==> src/logic/bsc_pkg.sv <==
// package: constants and carriers for the six-step commutation block
package bsc_pkg;
	localparam int PWM_W = 12;
	localparam int TIM_W = 8;
	localparam int PRE_W = 4;
	localparam int DT_W = 8;
	localparam int NCH = 6;
	localparam logic [PRE_W-1:0] PRESCALE_RST = 4'h0;
	localparam logic [PRE_W-1:0] PRESCALE_MAX = 4'hf;
	localparam logic [TIM_W-1:0] TIMER_RST = 8'h00;
	localparam logic [TIM_W-1:0] TIMER_TOP = 8'hff;
	localparam logic [TIM_W-1:0] AUTO_HALF = 8'h80;
	localparam logic [TIM_W-1:0] AUTO_LOW = 8'h40;
	localparam logic [PWM_W-1:0] PWM_CNT_RST = 12'h000;
	localparam logic [7:0] REP_RST = 8'h00;
	localparam logic [DT_W-1:0] DT_RST = 8'h00;
	localparam logic [7:0] CHOP_RST = 8'h00;
	localparam logic [1:0] SEL_A = 2'h0;
	localparam logic [1:0] SEL_B = 2'h1;
	localparam logic [1:0] SEL_C = 2'h2;
	localparam logic [1:0] SAFE_HIZ = 2'h0;
	localparam logic [1:0] SAFE_LOW = 2'h1;
	localparam logic [1:0] SAFE_HIGH = 2'h2;
	localparam logic [NCH-1:0] PHASE_OE_RST = 6'h00;

	typedef struct packed {
		logic [NCH-1:0] phase_output_enables;
		logic [1:0] sense_input_select;
		logic zero_cross_edge_polarity;
		logic zero_voltage_detect_mode;
		logic [1:0] demag_control_pair;
	} bsc_phase_state_s;

	typedef struct packed {
		logic [NCH-1:0] polarity;
		logic [1:0] pwm_route;
		logic route_alternate;
		logic chop_enable;
		logic [7:0] chop_half_period;
		logic [DT_W-1:0] deadtime;
	} bsc_chan_cfg_s;

	typedef enum logic [1:0] {
		SEQ_IDLE,
		SEQ_WAIT_Z,
		SEQ_DELAY,
		SEQ_WAIT_D
	} bsc_seq_e;
endpackage : bsc_pkg

==> src/logic/bsc_pwm_gen.sv <==
// three-phase pwm generator with preloaded compares and repetition
`timescale 1ns/1ns
module bsc_pwm_gen #(
	parameter int W = bsc_pkg::PWM_W
) (
	// clock and reset
	input wire logic clk_i,
	input wire logic rst_i,
	// configuration
	input wire logic center_i,
	input wire logic [W-1:0] period_i,
	input wire logic [7:0] repeat_i,
	input wire logic [3*W-1:0] cmp_pre_i,
	// outputs
	output logic [2:0] ref_o,
	output logic update_o
);
	logic [W-1:0] cnt_reg, cnt_next;
	logic down_reg, down_next;
	logic [7:0] rep_reg, rep_next;
	logic [3*W-1:0] cmp_reg, cmp_next;
	logic [2:0] ref_next;
	logic upd_next;
	logic period_end;

	always_comb begin
		cnt_next = cnt_reg;
		down_next = down_reg;
		period_end = 1'b0;
		if (period_i == '0) begin
			cnt_next = '0;
			down_next = 1'b0;
			period_end = 1'b1;
		end else if (!center_i) begin
			down_next = 1'b0;
			if (cnt_reg >= period_i) begin
				cnt_next = '0;
				period_end = 1'b1;
			end else begin
				cnt_next = cnt_reg + 1'b1;
			end
		end else if (!down_reg) begin
			if (cnt_reg >= period_i) begin
				down_next = 1'b1;
				cnt_next = cnt_reg - 1'b1;
			end else begin
				cnt_next = cnt_reg + 1'b1;
			end
		end else if (cnt_reg == '0) begin
			down_next = 1'b0;
			cnt_next = cnt_reg + 1'b1;
			period_end = 1'b1;
		end else begin
			cnt_next = cnt_reg - 1'b1;
		end
		upd_next = period_end && (rep_reg == '0);
		rep_next = rep_reg;
		if (period_end) begin
			rep_next = (rep_reg == '0) ? repeat_i : rep_reg - 1'b1;
		end
		cmp_next = upd_next ? cmp_pre_i : cmp_reg;
		// compare above the period gives 100%, zero gives 0%
		for (int k = 0; k < 3; k++) begin
			ref_next[k] = cnt_next < cmp_next[k*W +: W];
		end
	end

	always_ff @(posedge clk_i) begin
		if (rst_i) begin
			cnt_reg <= bsc_pkg::PWM_CNT_RST;
			down_reg <= 1'b0;
			rep_reg <= bsc_pkg::REP_RST;
			cmp_reg <= '0;
			ref_o <= 3'h0;
			update_o <= 1'b0;
		end else begin
			cnt_reg <= cnt_next;
			down_reg <= down_next;
			rep_reg <= rep_next;
			cmp_reg <= cmp_next;
			ref_o <= ref_next;
			update_o <= upd_next;
		end
	end
endmodule : bsc_pwm_gen

==> src/logic/bsc_delay_timer.sv <==
// 8-bit delay timer with prescaler, two captures, clear on capture
`timescale 1ns/1ns
module bsc_delay_timer (
	// clock and reset
	input wire logic clk_i,
	input wire logic rst_i,
	// control
	input wire logic run_i,
	input wire logic auto_i,
	input wire logic [bsc_pkg::PRE_W-1:0] prescale_i,
	input wire logic capture_i,
	// state
	output logic [bsc_pkg::TIM_W-1:0] count_o,
	output logic [bsc_pkg::TIM_W-1:0] zn_o,
	output logic [bsc_pkg::TIM_W-1:0] zprv_o,
	output logic [bsc_pkg::PRE_W-1:0] prescale_o
);
	localparam int TW = bsc_pkg::TIM_W;
	logic [14:0] div_reg, div_next;
	logic [TW-1:0] cnt_next, zn_next, zprv_next;
	logic [bsc_pkg::PRE_W-1:0] ps_next;
	logic [14:0] div_mask;

	always_comb begin
		div_mask = 15'((16'h0001 << prescale_o) - 16'h0001);
		div_next = div_reg + 1'b1;
		cnt_next = count_o;
		zn_next = zn_o;
		zprv_next = zprv_o;
		ps_next = auto_i ? prescale_o : prescale_i;
		if (!run_i) begin
			div_next = '0;
		end else if (capture_i) begin
			zprv_next = zn_o;
			zn_next = count_o;
			cnt_next = bsc_pkg::TIMER_RST;
			div_next = '0;
			if (auto_i && count_o < bsc_pkg::AUTO_LOW &&
			    prescale_o != '0) begin
				ps_next = prescale_o - 1'b1;
			end
		end else if (div_reg >= div_mask) begin
			div_next = '0;
			if (count_o != bsc_pkg::TIMER_TOP) begin
				cnt_next = count_o + 1'b1;
			end else if (auto_i && prescale_o != bsc_pkg::PRESCALE_MAX) begin
				// slower clock, count halved so elapsed time is kept
				ps_next = prescale_o + 1'b1;
				cnt_next = bsc_pkg::AUTO_HALF;
			end
		end
	end

	always_ff @(posedge clk_i) begin
		if (rst_i) begin
			div_reg <= '0;
			count_o <= bsc_pkg::TIMER_RST;
			zn_o <= bsc_pkg::TIMER_RST;
			zprv_o <= bsc_pkg::TIMER_RST;
			prescale_o <= bsc_pkg::PRESCALE_RST;
		end else begin
			div_reg <= div_next;
			count_o <= cnt_next;
			zn_o <= zn_next;
			zprv_o <= zprv_next;
			prescale_o <= ps_next;
		end
	end
endmodule : bsc_delay_timer

==> src/logic/bsc_top.sv <==
// top: six-step sequencer, channel manager and safe-state outputs
`timescale 1ns/1ns
module bsc_top (
	// clock and reset
	input wire logic CLK_I,
	input wire logic RST_I,
	// sequencer control
	input wire logic RUN_I,
	input wire logic SW_COMMUTE_I,
	input wire logic Z_SIM_I,
	input wire logic D_SIM_I,
	input wire bsc_pkg::bsc_phase_state_s STEP_CFG_I,
	input wire logic [7:0] DELAY_WEIGHT_I,
	input wire logic [7:0] Z_COMPARE_I,
	input wire logic [7:0] D_COMPARE_I,
	// delay timer
	input wire logic TIMER_AUTO_I,
	input wire logic [3:0] TIMER_PRESCALE_I,
	// pwm generator
	input wire logic PWM_CENTER_I,
	input wire logic [11:0] PWM_PERIOD_I,
	input wire logic [7:0] PWM_REPEAT_I,
	input wire logic [35:0] PWM_CMP_PRE_I,
	// channel manager
	input wire logic SINE_MODE_I,
	input wire bsc_pkg::bsc_chan_cfg_s CHAN_CFG_I,
	// safety
	input wire logic SAFE_FORCE_N_I,
	input wire logic ESTOP_N_I,
	input wire logic [1:0] SAFE_STATE_I,
	// sense comparator results
	input wire logic SENSE_INPUT_A_I,
	input wire logic SENSE_INPUT_B_I,
	input wire logic SENSE_INPUT_C_I,
	// status view
	input wire logic REGISTER_PAGE_SELECT_I,
	// drive channels
	output logic [5:0] DRIVE_O,
	output logic [5:0] DRIVE_OE_O,
	// events and status
	output logic PWM_UPDATE_O,
	output logic Z_EVENT_O,
	output logic C_EVENT_O,
	output logic D_EVENT_O,
	output logic MEAS_WINDOW_O,
	output logic [15:0] STATUS_O
);
	localparam int NCH = bsc_pkg::NCH;
	localparam int DW = bsc_pkg::DT_W;

	function automatic logic sense_pick(input logic [1:0] sel,
	                                    input logic [2:0] s);
		logic r;
		r = 1'b0;
		unique case (sel)
			bsc_pkg::SEL_A: r = s[0];
			bsc_pkg::SEL_B: r = s[1];
			bsc_pkg::SEL_C: r = s[2];
			default: r = 1'b0;
		endcase
		return r;
	endfunction : sense_pick

	function automatic logic [7:0] delay_calc(input logic [7:0] t,
	                                          input logic [7:0] w);
		logic [15:0] p;
		p = {8'h00, t} * {8'h00, w};
		return p[15:8];
	endfunction : delay_calc

	// sense synchronisers
	logic [2:0] sense_meta_reg, sense_sync_reg;
	logic sense_prev_reg, sense_prev_next;
	logic sense_now;

	// timer and pwm
	logic [7:0] tim_count, tim_zn, tim_zprv;
	logic [3:0] tim_ps;
	logic [2:0] pwm_ref;
	logic pwm_update;

	// sequencer
	bsc_pkg::bsc_seq_e seq_reg, seq_next;
	bsc_pkg::bsc_phase_state_s phase_reg, phase_next;
	logic [7:0] delay_reg, delay_next;
	logic odd_reg, odd_next;
	logic z_ev, c_ev, d_ev;
	logic z_hit, d_hit, z_hw, d_hw, window;

	// channel manager
	logic [DW-1:0] dt_reg [3];
	logic [DW-1:0] dt_next [3];
	logic [2:0] refd_reg, refd_next;
	logic [7:0] chop_cnt_reg, chop_cnt_next;
	logic chop_clk_reg, chop_clk_next;
	logic [NCH-1:0] drive_reg, drive_next;
	logic [15:0] status_next;
	logic safe;

	bsc_delay_timer u_timer (
		.clk_i(CLK_I),
		.rst_i(RST_I),
		.run_i(RUN_I),
		.auto_i(TIMER_AUTO_I),
		.prescale_i(TIMER_PRESCALE_I),
		.capture_i(z_ev),
		.count_o(tim_count),
		.zn_o(tim_zn),
		.zprv_o(tim_zprv),
		.prescale_o(tim_ps)
	);

	bsc_pwm_gen #(
		.W(bsc_pkg::PWM_W)
	) u_pwm (
		.clk_i(CLK_I),
		.rst_i(RST_I),
		.center_i(PWM_CENTER_I),
		.period_i(PWM_PERIOD_I),
		.repeat_i(PWM_REPEAT_I),
		.cmp_pre_i(PWM_CMP_PRE_I),
		.ref_o(pwm_ref),
		.update_o(pwm_update)
	);

	always_ff @(posedge CLK_I) begin
		if (RST_I) begin
			sense_meta_reg <= 3'h0;
			sense_sync_reg <= 3'h0;
			sense_prev_reg <= 1'b0;
		end else begin
			sense_meta_reg <= {SENSE_INPUT_C_I, SENSE_INPUT_B_I,
			                   SENSE_INPUT_A_I};
			sense_sync_reg <= sense_meta_reg;
			sense_prev_reg <= sense_prev_next;
		end
	end

	// detection: window, edge or level, and demag end
	always_comb begin
		// high side off is the only moment the full back-emf is visible
		window = ~pwm_ref[0];
		sense_now = sense_pick(phase_reg.sense_input_select,
		                       sense_sync_reg);
		sense_prev_next = window ? sense_now : sense_prev_reg;
		if (!window) begin
			z_hw = 1'b0;
		end else if (!phase_reg.zero_voltage_detect_mode) begin
			z_hw = phase_reg.zero_cross_edge_polarity ?
			       (sense_now & ~sense_prev_reg) :
			       (~sense_now & sense_prev_reg);
		end else begin
			z_hw = sense_now == phase_reg.zero_cross_edge_polarity;
		end
		z_hit = Z_SIM_I ? (tim_count >= Z_COMPARE_I) : z_hw;
		// demag ends when the winding leaves the rail it started on
		d_hw = sense_now != phase_reg.demag_control_pair[0];
		if (D_SIM_I) begin
			d_hit = tim_count >= D_COMPARE_I;
		end else begin
			d_hit = ~phase_reg.demag_control_pair[1] | d_hw;
		end
	end

	// sequencer
	always_comb begin
		seq_next = seq_reg;
		phase_next = phase_reg;
		delay_next = delay_reg;
		odd_next = odd_reg;
		z_ev = 1'b0;
		c_ev = 1'b0;
		d_ev = 1'b0;
		unique case (seq_reg)
			bsc_pkg::SEQ_IDLE: begin
				phase_next = STEP_CFG_I;
				if (RUN_I) begin
					seq_next = bsc_pkg::SEQ_WAIT_Z;
				end
			end
			bsc_pkg::SEQ_WAIT_Z: begin
				if (z_hit) begin
					z_ev = 1'b1;
					delay_next = delay_calc(tim_count,
					                        DELAY_WEIGHT_I);
					seq_next = bsc_pkg::SEQ_DELAY;
				end
			end
			bsc_pkg::SEQ_DELAY: begin
				if (tim_count >= delay_reg) begin
					c_ev = 1'b1;
				end
			end
			bsc_pkg::SEQ_WAIT_D: begin
				// zero-cross is not looked at until demag has ended
				if (d_hit) begin
					d_ev = 1'b1;
					seq_next = bsc_pkg::SEQ_WAIT_Z;
				end
			end
		endcase
		if (seq_reg != bsc_pkg::SEQ_IDLE && SW_COMMUTE_I) begin
			c_ev = 1'b1;
		end
		if (c_ev) begin
			// step configuration is a preload taken at commutation
			phase_next = STEP_CFG_I;
			odd_next = ~odd_reg;
			seq_next = bsc_pkg::SEQ_WAIT_D;
		end
		// stopping wins over any event of the same cycle
		if (!RUN_I) begin
			seq_next = bsc_pkg::SEQ_IDLE;
			odd_next = odd_reg;
			z_ev = 1'b0;
			c_ev = 1'b0;
			d_ev = 1'b0;
		end
	end

	always_ff @(posedge CLK_I) begin
		if (RST_I) begin
			seq_reg <= bsc_pkg::SEQ_IDLE;
			phase_reg <= '0;
			delay_reg <= bsc_pkg::TIMER_RST;
			odd_reg <= 1'b0;
			Z_EVENT_O <= 1'b0;
			C_EVENT_O <= 1'b0;
			D_EVENT_O <= 1'b0;
		end else begin
			seq_reg <= seq_next;
			phase_reg <= phase_next;
			delay_reg <= delay_next;
			odd_reg <= odd_next;
			Z_EVENT_O <= z_ev;
			C_EVENT_O <= c_ev;
			D_EVENT_O <= d_ev;
		end
	end

	// channel manager
	always_comb begin
		logic pwm_hi;
		logic pwm_lo;
		logic grp_pwm;
		logic six;
		logic sine;
		logic on;
		pwm_hi = 1'b0;
		pwm_lo = 1'b0;
		grp_pwm = 1'b0;
		six = 1'b0;
		sine = 1'b0;
		on = 1'b0;
		refd_next = pwm_ref;
		for (int k = 0; k < 3; k++) begin
			dt_next[k] = dt_reg[k];
			if (pwm_ref[k] != refd_reg[k]) begin
				dt_next[k] = CHAN_CFG_I.deadtime;
			end else if (dt_reg[k] != '0) begin
				dt_next[k] = dt_reg[k] - 1'b1;
			end
		end
		chop_cnt_next = chop_cnt_reg + 1'b1;
		chop_clk_next = chop_clk_reg;
		if (chop_cnt_reg >= CHAN_CFG_I.chop_half_period) begin
			chop_cnt_next = bsc_pkg::CHOP_RST;
			chop_clk_next = ~chop_clk_reg;
		end
		// alternate routing swaps the modulated group every step
		pwm_hi = CHAN_CFG_I.pwm_route[0] &
		         (~CHAN_CFG_I.route_alternate | ~odd_reg);
		pwm_lo = CHAN_CFG_I.pwm_route[1] &
		         (~CHAN_CFG_I.route_alternate | odd_reg);
		for (int n = 0; n < NCH; n++) begin
			grp_pwm = (n % 2 == 0) ? pwm_hi : pwm_lo;
			six = phase_reg.phase_output_enables[n] &
			      (~grp_pwm | pwm_ref[0]);
			if (n % 2 == 0) begin
				sine = refd_reg[n/2] & (dt_reg[n/2] == '0);
			end else begin
				sine = ~refd_reg[n/2] & (dt_reg[n/2] == '0);
			end
			on = SINE_MODE_I ? sine : six;
			if (CHAN_CFG_I.chop_enable) begin
				on = on & chop_clk_reg;
			end
			drive_next[n] = on ^ CHAN_CFG_I.polarity[n];
		end
		if (REGISTER_PAGE_SELECT_I) begin
			status_next = {tim_zprv, tim_ps, odd_reg, 1'b0,
			               seq_reg};
		end else begin
			status_next = {tim_count, tim_zn};
		end
	end

	always_ff @(posedge CLK_I) begin
		if (RST_I) begin
			for (int k = 0; k < 3; k++) begin
				dt_reg[k] <= bsc_pkg::DT_RST;
			end
			refd_reg <= 3'h0;
			chop_cnt_reg <= bsc_pkg::CHOP_RST;
			chop_clk_reg <= 1'b0;
			drive_reg <= bsc_pkg::PHASE_OE_RST;
			STATUS_O <= 16'h0000;
			PWM_UPDATE_O <= 1'b0;
			MEAS_WINDOW_O <= 1'b0;
		end else begin
			dt_reg <= dt_next;
			refd_reg <= refd_next;
			chop_cnt_reg <= chop_cnt_next;
			chop_clk_reg <= chop_clk_next;
			drive_reg <= drive_next;
			STATUS_O <= status_next;
			PWM_UPDATE_O <= pwm_update;
			MEAS_WINDOW_O <= window;
		end
	end

	// the stop pin acts without any clock, so it bypasses the flops
	assign safe = ~ESTOP_N_I | ~SAFE_FORCE_N_I;
	assign DRIVE_O = !safe ? drive_reg :
	                 (SAFE_STATE_I == bsc_pkg::SAFE_HIGH) ? 6'h3f : 6'h00;
	assign DRIVE_OE_O = (safe && SAFE_STATE_I == bsc_pkg::SAFE_HIZ) ?
	                    6'h00 : 6'h3f;
endmodule : bsc_top

==> config.mk <==
export PLATFORM = sky130hd
export DESIGN_NAME = bsc_top
export DESIGN_NICKNAME = d
export VERILOG_FILES = /design/src/logic/bsc_pkg.sv /design/src/logic/bsc_pwm_gen.sv /design/src/logic/bsc_delay_timer.sv /design/src/logic/bsc_top.sv
export SDC_FILE = /design/constraint.sdc
export NUM_CORES = 1
export LEC_CHECK = 0
export ABC_CLOCK_PERIOD_IN_PS = 9140
export BUFFER_PORTS_ARGS = -buffer_cell sky130_fd_sc_hd__buf_2
export CAP_MARGIN = 20
export CORE_UTILIZATION = 64
export DETAILED_ROUTE_END_ITERATION = 7
export MAX_ROUTING_LAYER = met4
export PLACE_DENSITY = 0.87
export RECOVER_POWER = 25
export SLEW_MARGIN = 5
export SYNTH_ARGS = -nofsm -noshare
export SYNTH_HDL_FRONTEND = slang
export SYNTH_SLANG_ARGS = --single-unit
==> constraint.sdc <==
create_clock -name CLK_I -period 9.14 [get_ports CLK_I]
set_clock_uncertainty 0.05 [all_clocks]
set_input_delay 1.371 -clock CLK_I [delete_from_list [all_inputs] [get_ports CLK_I]]
set_output_delay 1.371 -clock CLK_I [all_outputs]
set_load 0.05 [all_outputs]
# Word level (Yosys, flattened, before mapping)
# Cells that the tools add are included.
dict set report classes {
  reduce_logical 38
  order_cmp 10
  n_shift 1
  mul 1
  bitwise 51
  mux 67
  add_sub_neg 12
  n_eq_ne 15
}
# cell n
set op_table {}
lappend op_table {{$mux 12} 8}
lappend op_table {{$mux 8} 11}
lappend op_table {{$lt 12x12->1} 3}
lappend op_table {{$mux 36} 1}
lappend op_table {{$ge 8x8->1} 4}
lappend op_table {{$logic_not 8->1} 4}
lappend op_table {{$sub 8x1->8 const B} 4}
lappend op_table {{$mux 1} 31}
lappend op_table {{$mux 4} 7}
lappend op_table {{$logic_not 12->1} 2}
lappend op_table {{$reduce_bool 8->1} 3}
lappend op_table {{$and 1x1->1} 22}
lappend op_table {{$mux 6} 3}
lappend op_table {{$not 1->1} 17}
lappend op_table {{$add 8x1->8 const B} 2}
lappend op_table {{$mul 8x8->16} 1}
lappend op_table {{$mux 16} 1}
lappend op_table {{$add 15x1->15 const B} 1}
lappend op_table {{$ge 15x15->1} 1}
lappend op_table {{$shl 1x4->15 const A} 1}
lappend op_table {{$sub 15x1->15 const B} 1}
lappend op_table {{$add 12x1->12 const B} 1}
lappend op_table {{$ge 12x12->1} 1}
lappend op_table {{$reduce_bool 2->1} 6}
lappend op_table {{other kinds (25)} 59}
dict set report word_totals {
  regBits 197
  out_inout_bits 33
}

# Logic depth before layout (Yosys ltp)
dict set report depth {
  depth_word 13
  mapped_depth 20
}

# By module
# A second synthesis with hierarchy kept.
dict set report hier_totals {
  cells_unflattened 1584
  hier_area_um2 13365.3
}
# module instances seq_area_each_um2 area_per_inst_um2 cells_per_inst
set modules_own_cells {}
lappend modules_own_cells {bsc_top 1 1861.8 6668.9 771}
lappend modules_own_cells {bsc_pwm_gen 1 1221.2 3873.7 448}
lappend modules_own_cells {bsc_delay_timer 1 860.8 2822.7 365}

# Least setup slack after synthesis
# Ideal clock, no wire load.
dict set report synth_path {
  path_kind {input -> register}
  startpoint {in DELAY_WEIGHT_I[7]}
  endpoint {reg delay_reg[6]}
  path_stages 16
  path_buffers 0
  t_arrival_ns 5.489
  slack_ns 3.479
  cell_sequence {and2_1 -> fa_1 -> fa_1 -> fa_1 -> inv_1 -> fa_1 -> inv_1 -> ha_1 -> and3_1 -> a21oi_1 -> o211ai_1 -> a31oi_1 -> nor2b_1 -> o21ai_0 -> a2111oi_0 -> a311o_1}
}
dict set report synth_via {
  elab_chain_cells 1
}
# item line_no
set synth_rtl {}
lappend synth_rtl {{start: declaration} bsc_top.sv:13} ;# input wire logic [7:0] DELAY_WEIGHT_I,
lappend synth_rtl {{$mul 8x8->16} bsc_top.sv:67} ;# p = {8'h00, t} * {8'h00, w};
lappend synth_rtl {{end signal: assignment} bsc_top.sv:225} ;# delay_reg <= bsc_pkg::TIMER_RST;
lappend synth_rtl {{end signal: assignment} bsc_top.sv:233} ;# delay_reg <= delay_next;
lappend synth_rtl {{end: declaration} bsc_top.sv:85} ;# logic [7:0] delay_reg, delay_next;
# Every way passes these cells.
# A chain may end at the register's enable or synchronous reset.

==> impl_metrics.toml <==
[power_and_ir_drop]
ir_worst_vdd_mv = 0.154
power.leakage_nw = 7.15
power.density_nw_per_um2 = 160
fin_total_pwr_mw = 2.33

[grt]
met3_usage = 0.0606
grt_remaining_overflow = 0
grt_start_max_net_pins = 82
antenna_found_initial = 4
grt_pass1_wl_um = 49800
use_met2 = 0.512
first_global_vias = 10800
use_met1 = 0.359
grt-busiest-layer = "met2"
grt_usage = 0.311

[detailed_routing]
drc = 0
ant_nets = 0
drt_first_pass_iters = 6
viasPerCell = 5.78
drt-total-wl_um = 30700
wire_per_inst_um = 15.8
first_iter_violations = 680
dr_total_vias = 11200

[synthesis]
syn_area_per_cell_um2 = 8.51
synth_seq_cells = 197
ys_seq_area_frac = 0.303
synthCells = 1527
yosysWarningCount = 0
synth_edf_count = 0
synthesis.nets = 1841
ys_async_sr_fraction = 0
synth.distinct_cells = 83
synthFlopType = "dfxtp_1"
netlist_area_um2 = 13000

[placement]
dp.cells = 1902
gp_congestion = 0.873
port_buffers = 171
placed_area_um2 = 13900
detailed_place_hpwl_um = 23000

[timing]
setup_viol = 0
layout_min_cycle_time_ns = 6.61
finalSetupTns_ns = 0
finalMaxSlewViolations = 146
timing.fmax_ghz = 0.151
slew_headroom = -1.30
min_period_over_period = 0.723
rsz0062_at_grt = "no"
worst_slew_pin_slew_ns = 3.45
hold_viol_final = 0

[critical_path]
startpoint_type = "primary input"
arrival_ns = 6.88
crit_fanout = 81
critPathKind = "in2reg"
cp-end-kind = "flop"
required_ns = 9.42

[layout]
final_common_cell = "dfxtp_1"
area_growth_pct = 11.6
drive_above_1_share = 0.129
mostFrequentLayoutCells = "197 x dfxtp_1, 193 x nor2_1, 149 x buf_2"
fin_area_um2 = 14500
final_nets = 1972
n_fill_cell = 1491
layout.cells.non_filler = 1941
largest_reg_flops = 36

[cts]
clkTransAtPathRegs_ns = 0.08
cts_tree = "yes"
cts_hold_buf = 0
postCtsResizedCells = 0
clockBufferDepth = 2
post_cts_buffers = 0
cts_root_buffer = "clkbuf_16"
htreeDepth = 4
cts_sinks = 197
clk_latency_ns = 0.44
cts_buffers = 17

[die]
core_area_um2 = 19700
floorplan.initialDensity = 0.659
rows = 51
design.portCount = 172
die_x_um = 145
fp.dieH_um = 145
die_area_um2 = 20900

[job]
maxCapViolations = 2

[worst_hold_path]
hp-class = "reg2reg"

[run_status]
status = "complete, but fails checks"
violations = "max-capacitance violations, max-slew violations"
-- path summary, 6_finish.rpt --
check                     startpoint                 to  slack (ns)  depth (start not counted)
hold reg to reg    sense_meta_reg[0]  sense_sync_reg[0]        0.38                          1
hold / removal     sense_meta_reg[0]  sense_sync_reg[0]        0.38                          1
setup reg to reg  u_timer.count_o[3]       delay_reg[6]        3.54                         16
setup / recovery               RST_I    u_timer.zn_o[1]        2.53                          4
-- cell usage after synthesis (7+ instances only) --
cell / instances / share of area
dfxtp_1: 197 / 0.30
nor2_1: 193 / 0.056
ha_1: 140 / 0.13
nand2_1: 128 / 0.037
inv_1: 123 / 0.036
a21oi_1: 84 / 0.032
mux2i_1: 72 / 0.055
and2_1: 69 / 0.033
clkbuf_1: 46 / 0.013
nor3_1: 37 / 0.014
o21ai_0: 37 / 0.014
fa_1: 35 / 0.054
xnor2_1: 30 / 0.020
xor2_1: 29 / 0.020
nand3_1: 27 / 0.010
a21o_1: 26 / 0.015
and3_1: 24 / 0.012
nor2b_1: 20 / 0.0096
or3_1: 16 / 0.0077
a211oi_1: 14 / 0.0081
nand2b_1: 14 / 0.0067
a221oi_1: 9 / 0.0061
nand4_1: 9 / 0.0043
a31oi_1: 8 / 0.0038
buf_2: 7 / 0.0027
o211ai_1: 7 / 0.0040
-- routing by layer --
metal,part of all wire,vias to the layer above
met5,0,-
met4,0.044,0
met3,0.058,117
met2,0.48,419
met1,0.42,5189
li1,-,5500
-- critical path: stages --
cell,delay (ns)
clkbuf_1,1.87
clkbuf_1,2.56
nor2_1,0.59
a22o_1,0.42
-- final cells by class --
cell class / instances / area, µm² / area share
multi-input cells: 1142 / 8330 / 0.574
clock inverters: 15 / 143 / 0.00983
flip-flops and latches: 197 / 3940 / 0.272
inverters: 124 / 467 / 0.0322
repair buffers: 176 / 862 / 0.0594
well taps: 265 / 332 / 0.0229
clock buffers: 17 / 425 / 0.0293
diodes: 5 / 12.5 / 0.000862
-- power by group --
group,leakage [nW],internal [mW],switching [mW],total (mW)
Sequential,1.60,0.928,0.0704,0.998
Combinational,5.27,0.256,0.347,0.603
Clock,0.272,0.361,0.364,0.726
Total,7.15,1.55,0.782,2.33
-- through the flow --
stage                     setup WS (ns)   util  hold WS [ns]
after floorplan                    3.48      -         0.364
after global placement             3.12  0.707         0.368
after detailed placement           3.00  0.707         0.376
after CTS                          3.45  0.736         0.391
after global routing               1.94  0.736         0.416
final                              2.53  0.736         0.385
-- cells by family (layout without fill, tap and decap cells) --
group / Yosys count / after routing / share of synthesized area
muxes: 80 / 80 / 0.0638
adders and majority gates: 178 / 178 / 0.191
other: 0 / 5 / 0
and+or+nand+nor: 569 / 569 / 0.213
DFF: 197 / 197 / 0.303
xor gates and xnor gates: 59 / 59 / 0.0397
AOI/OAI and AO/OA: 256 / 256 / 0.132
buffers and inverters: 188 / 332 / 0.0574
(Power assumes the default switching activity.)
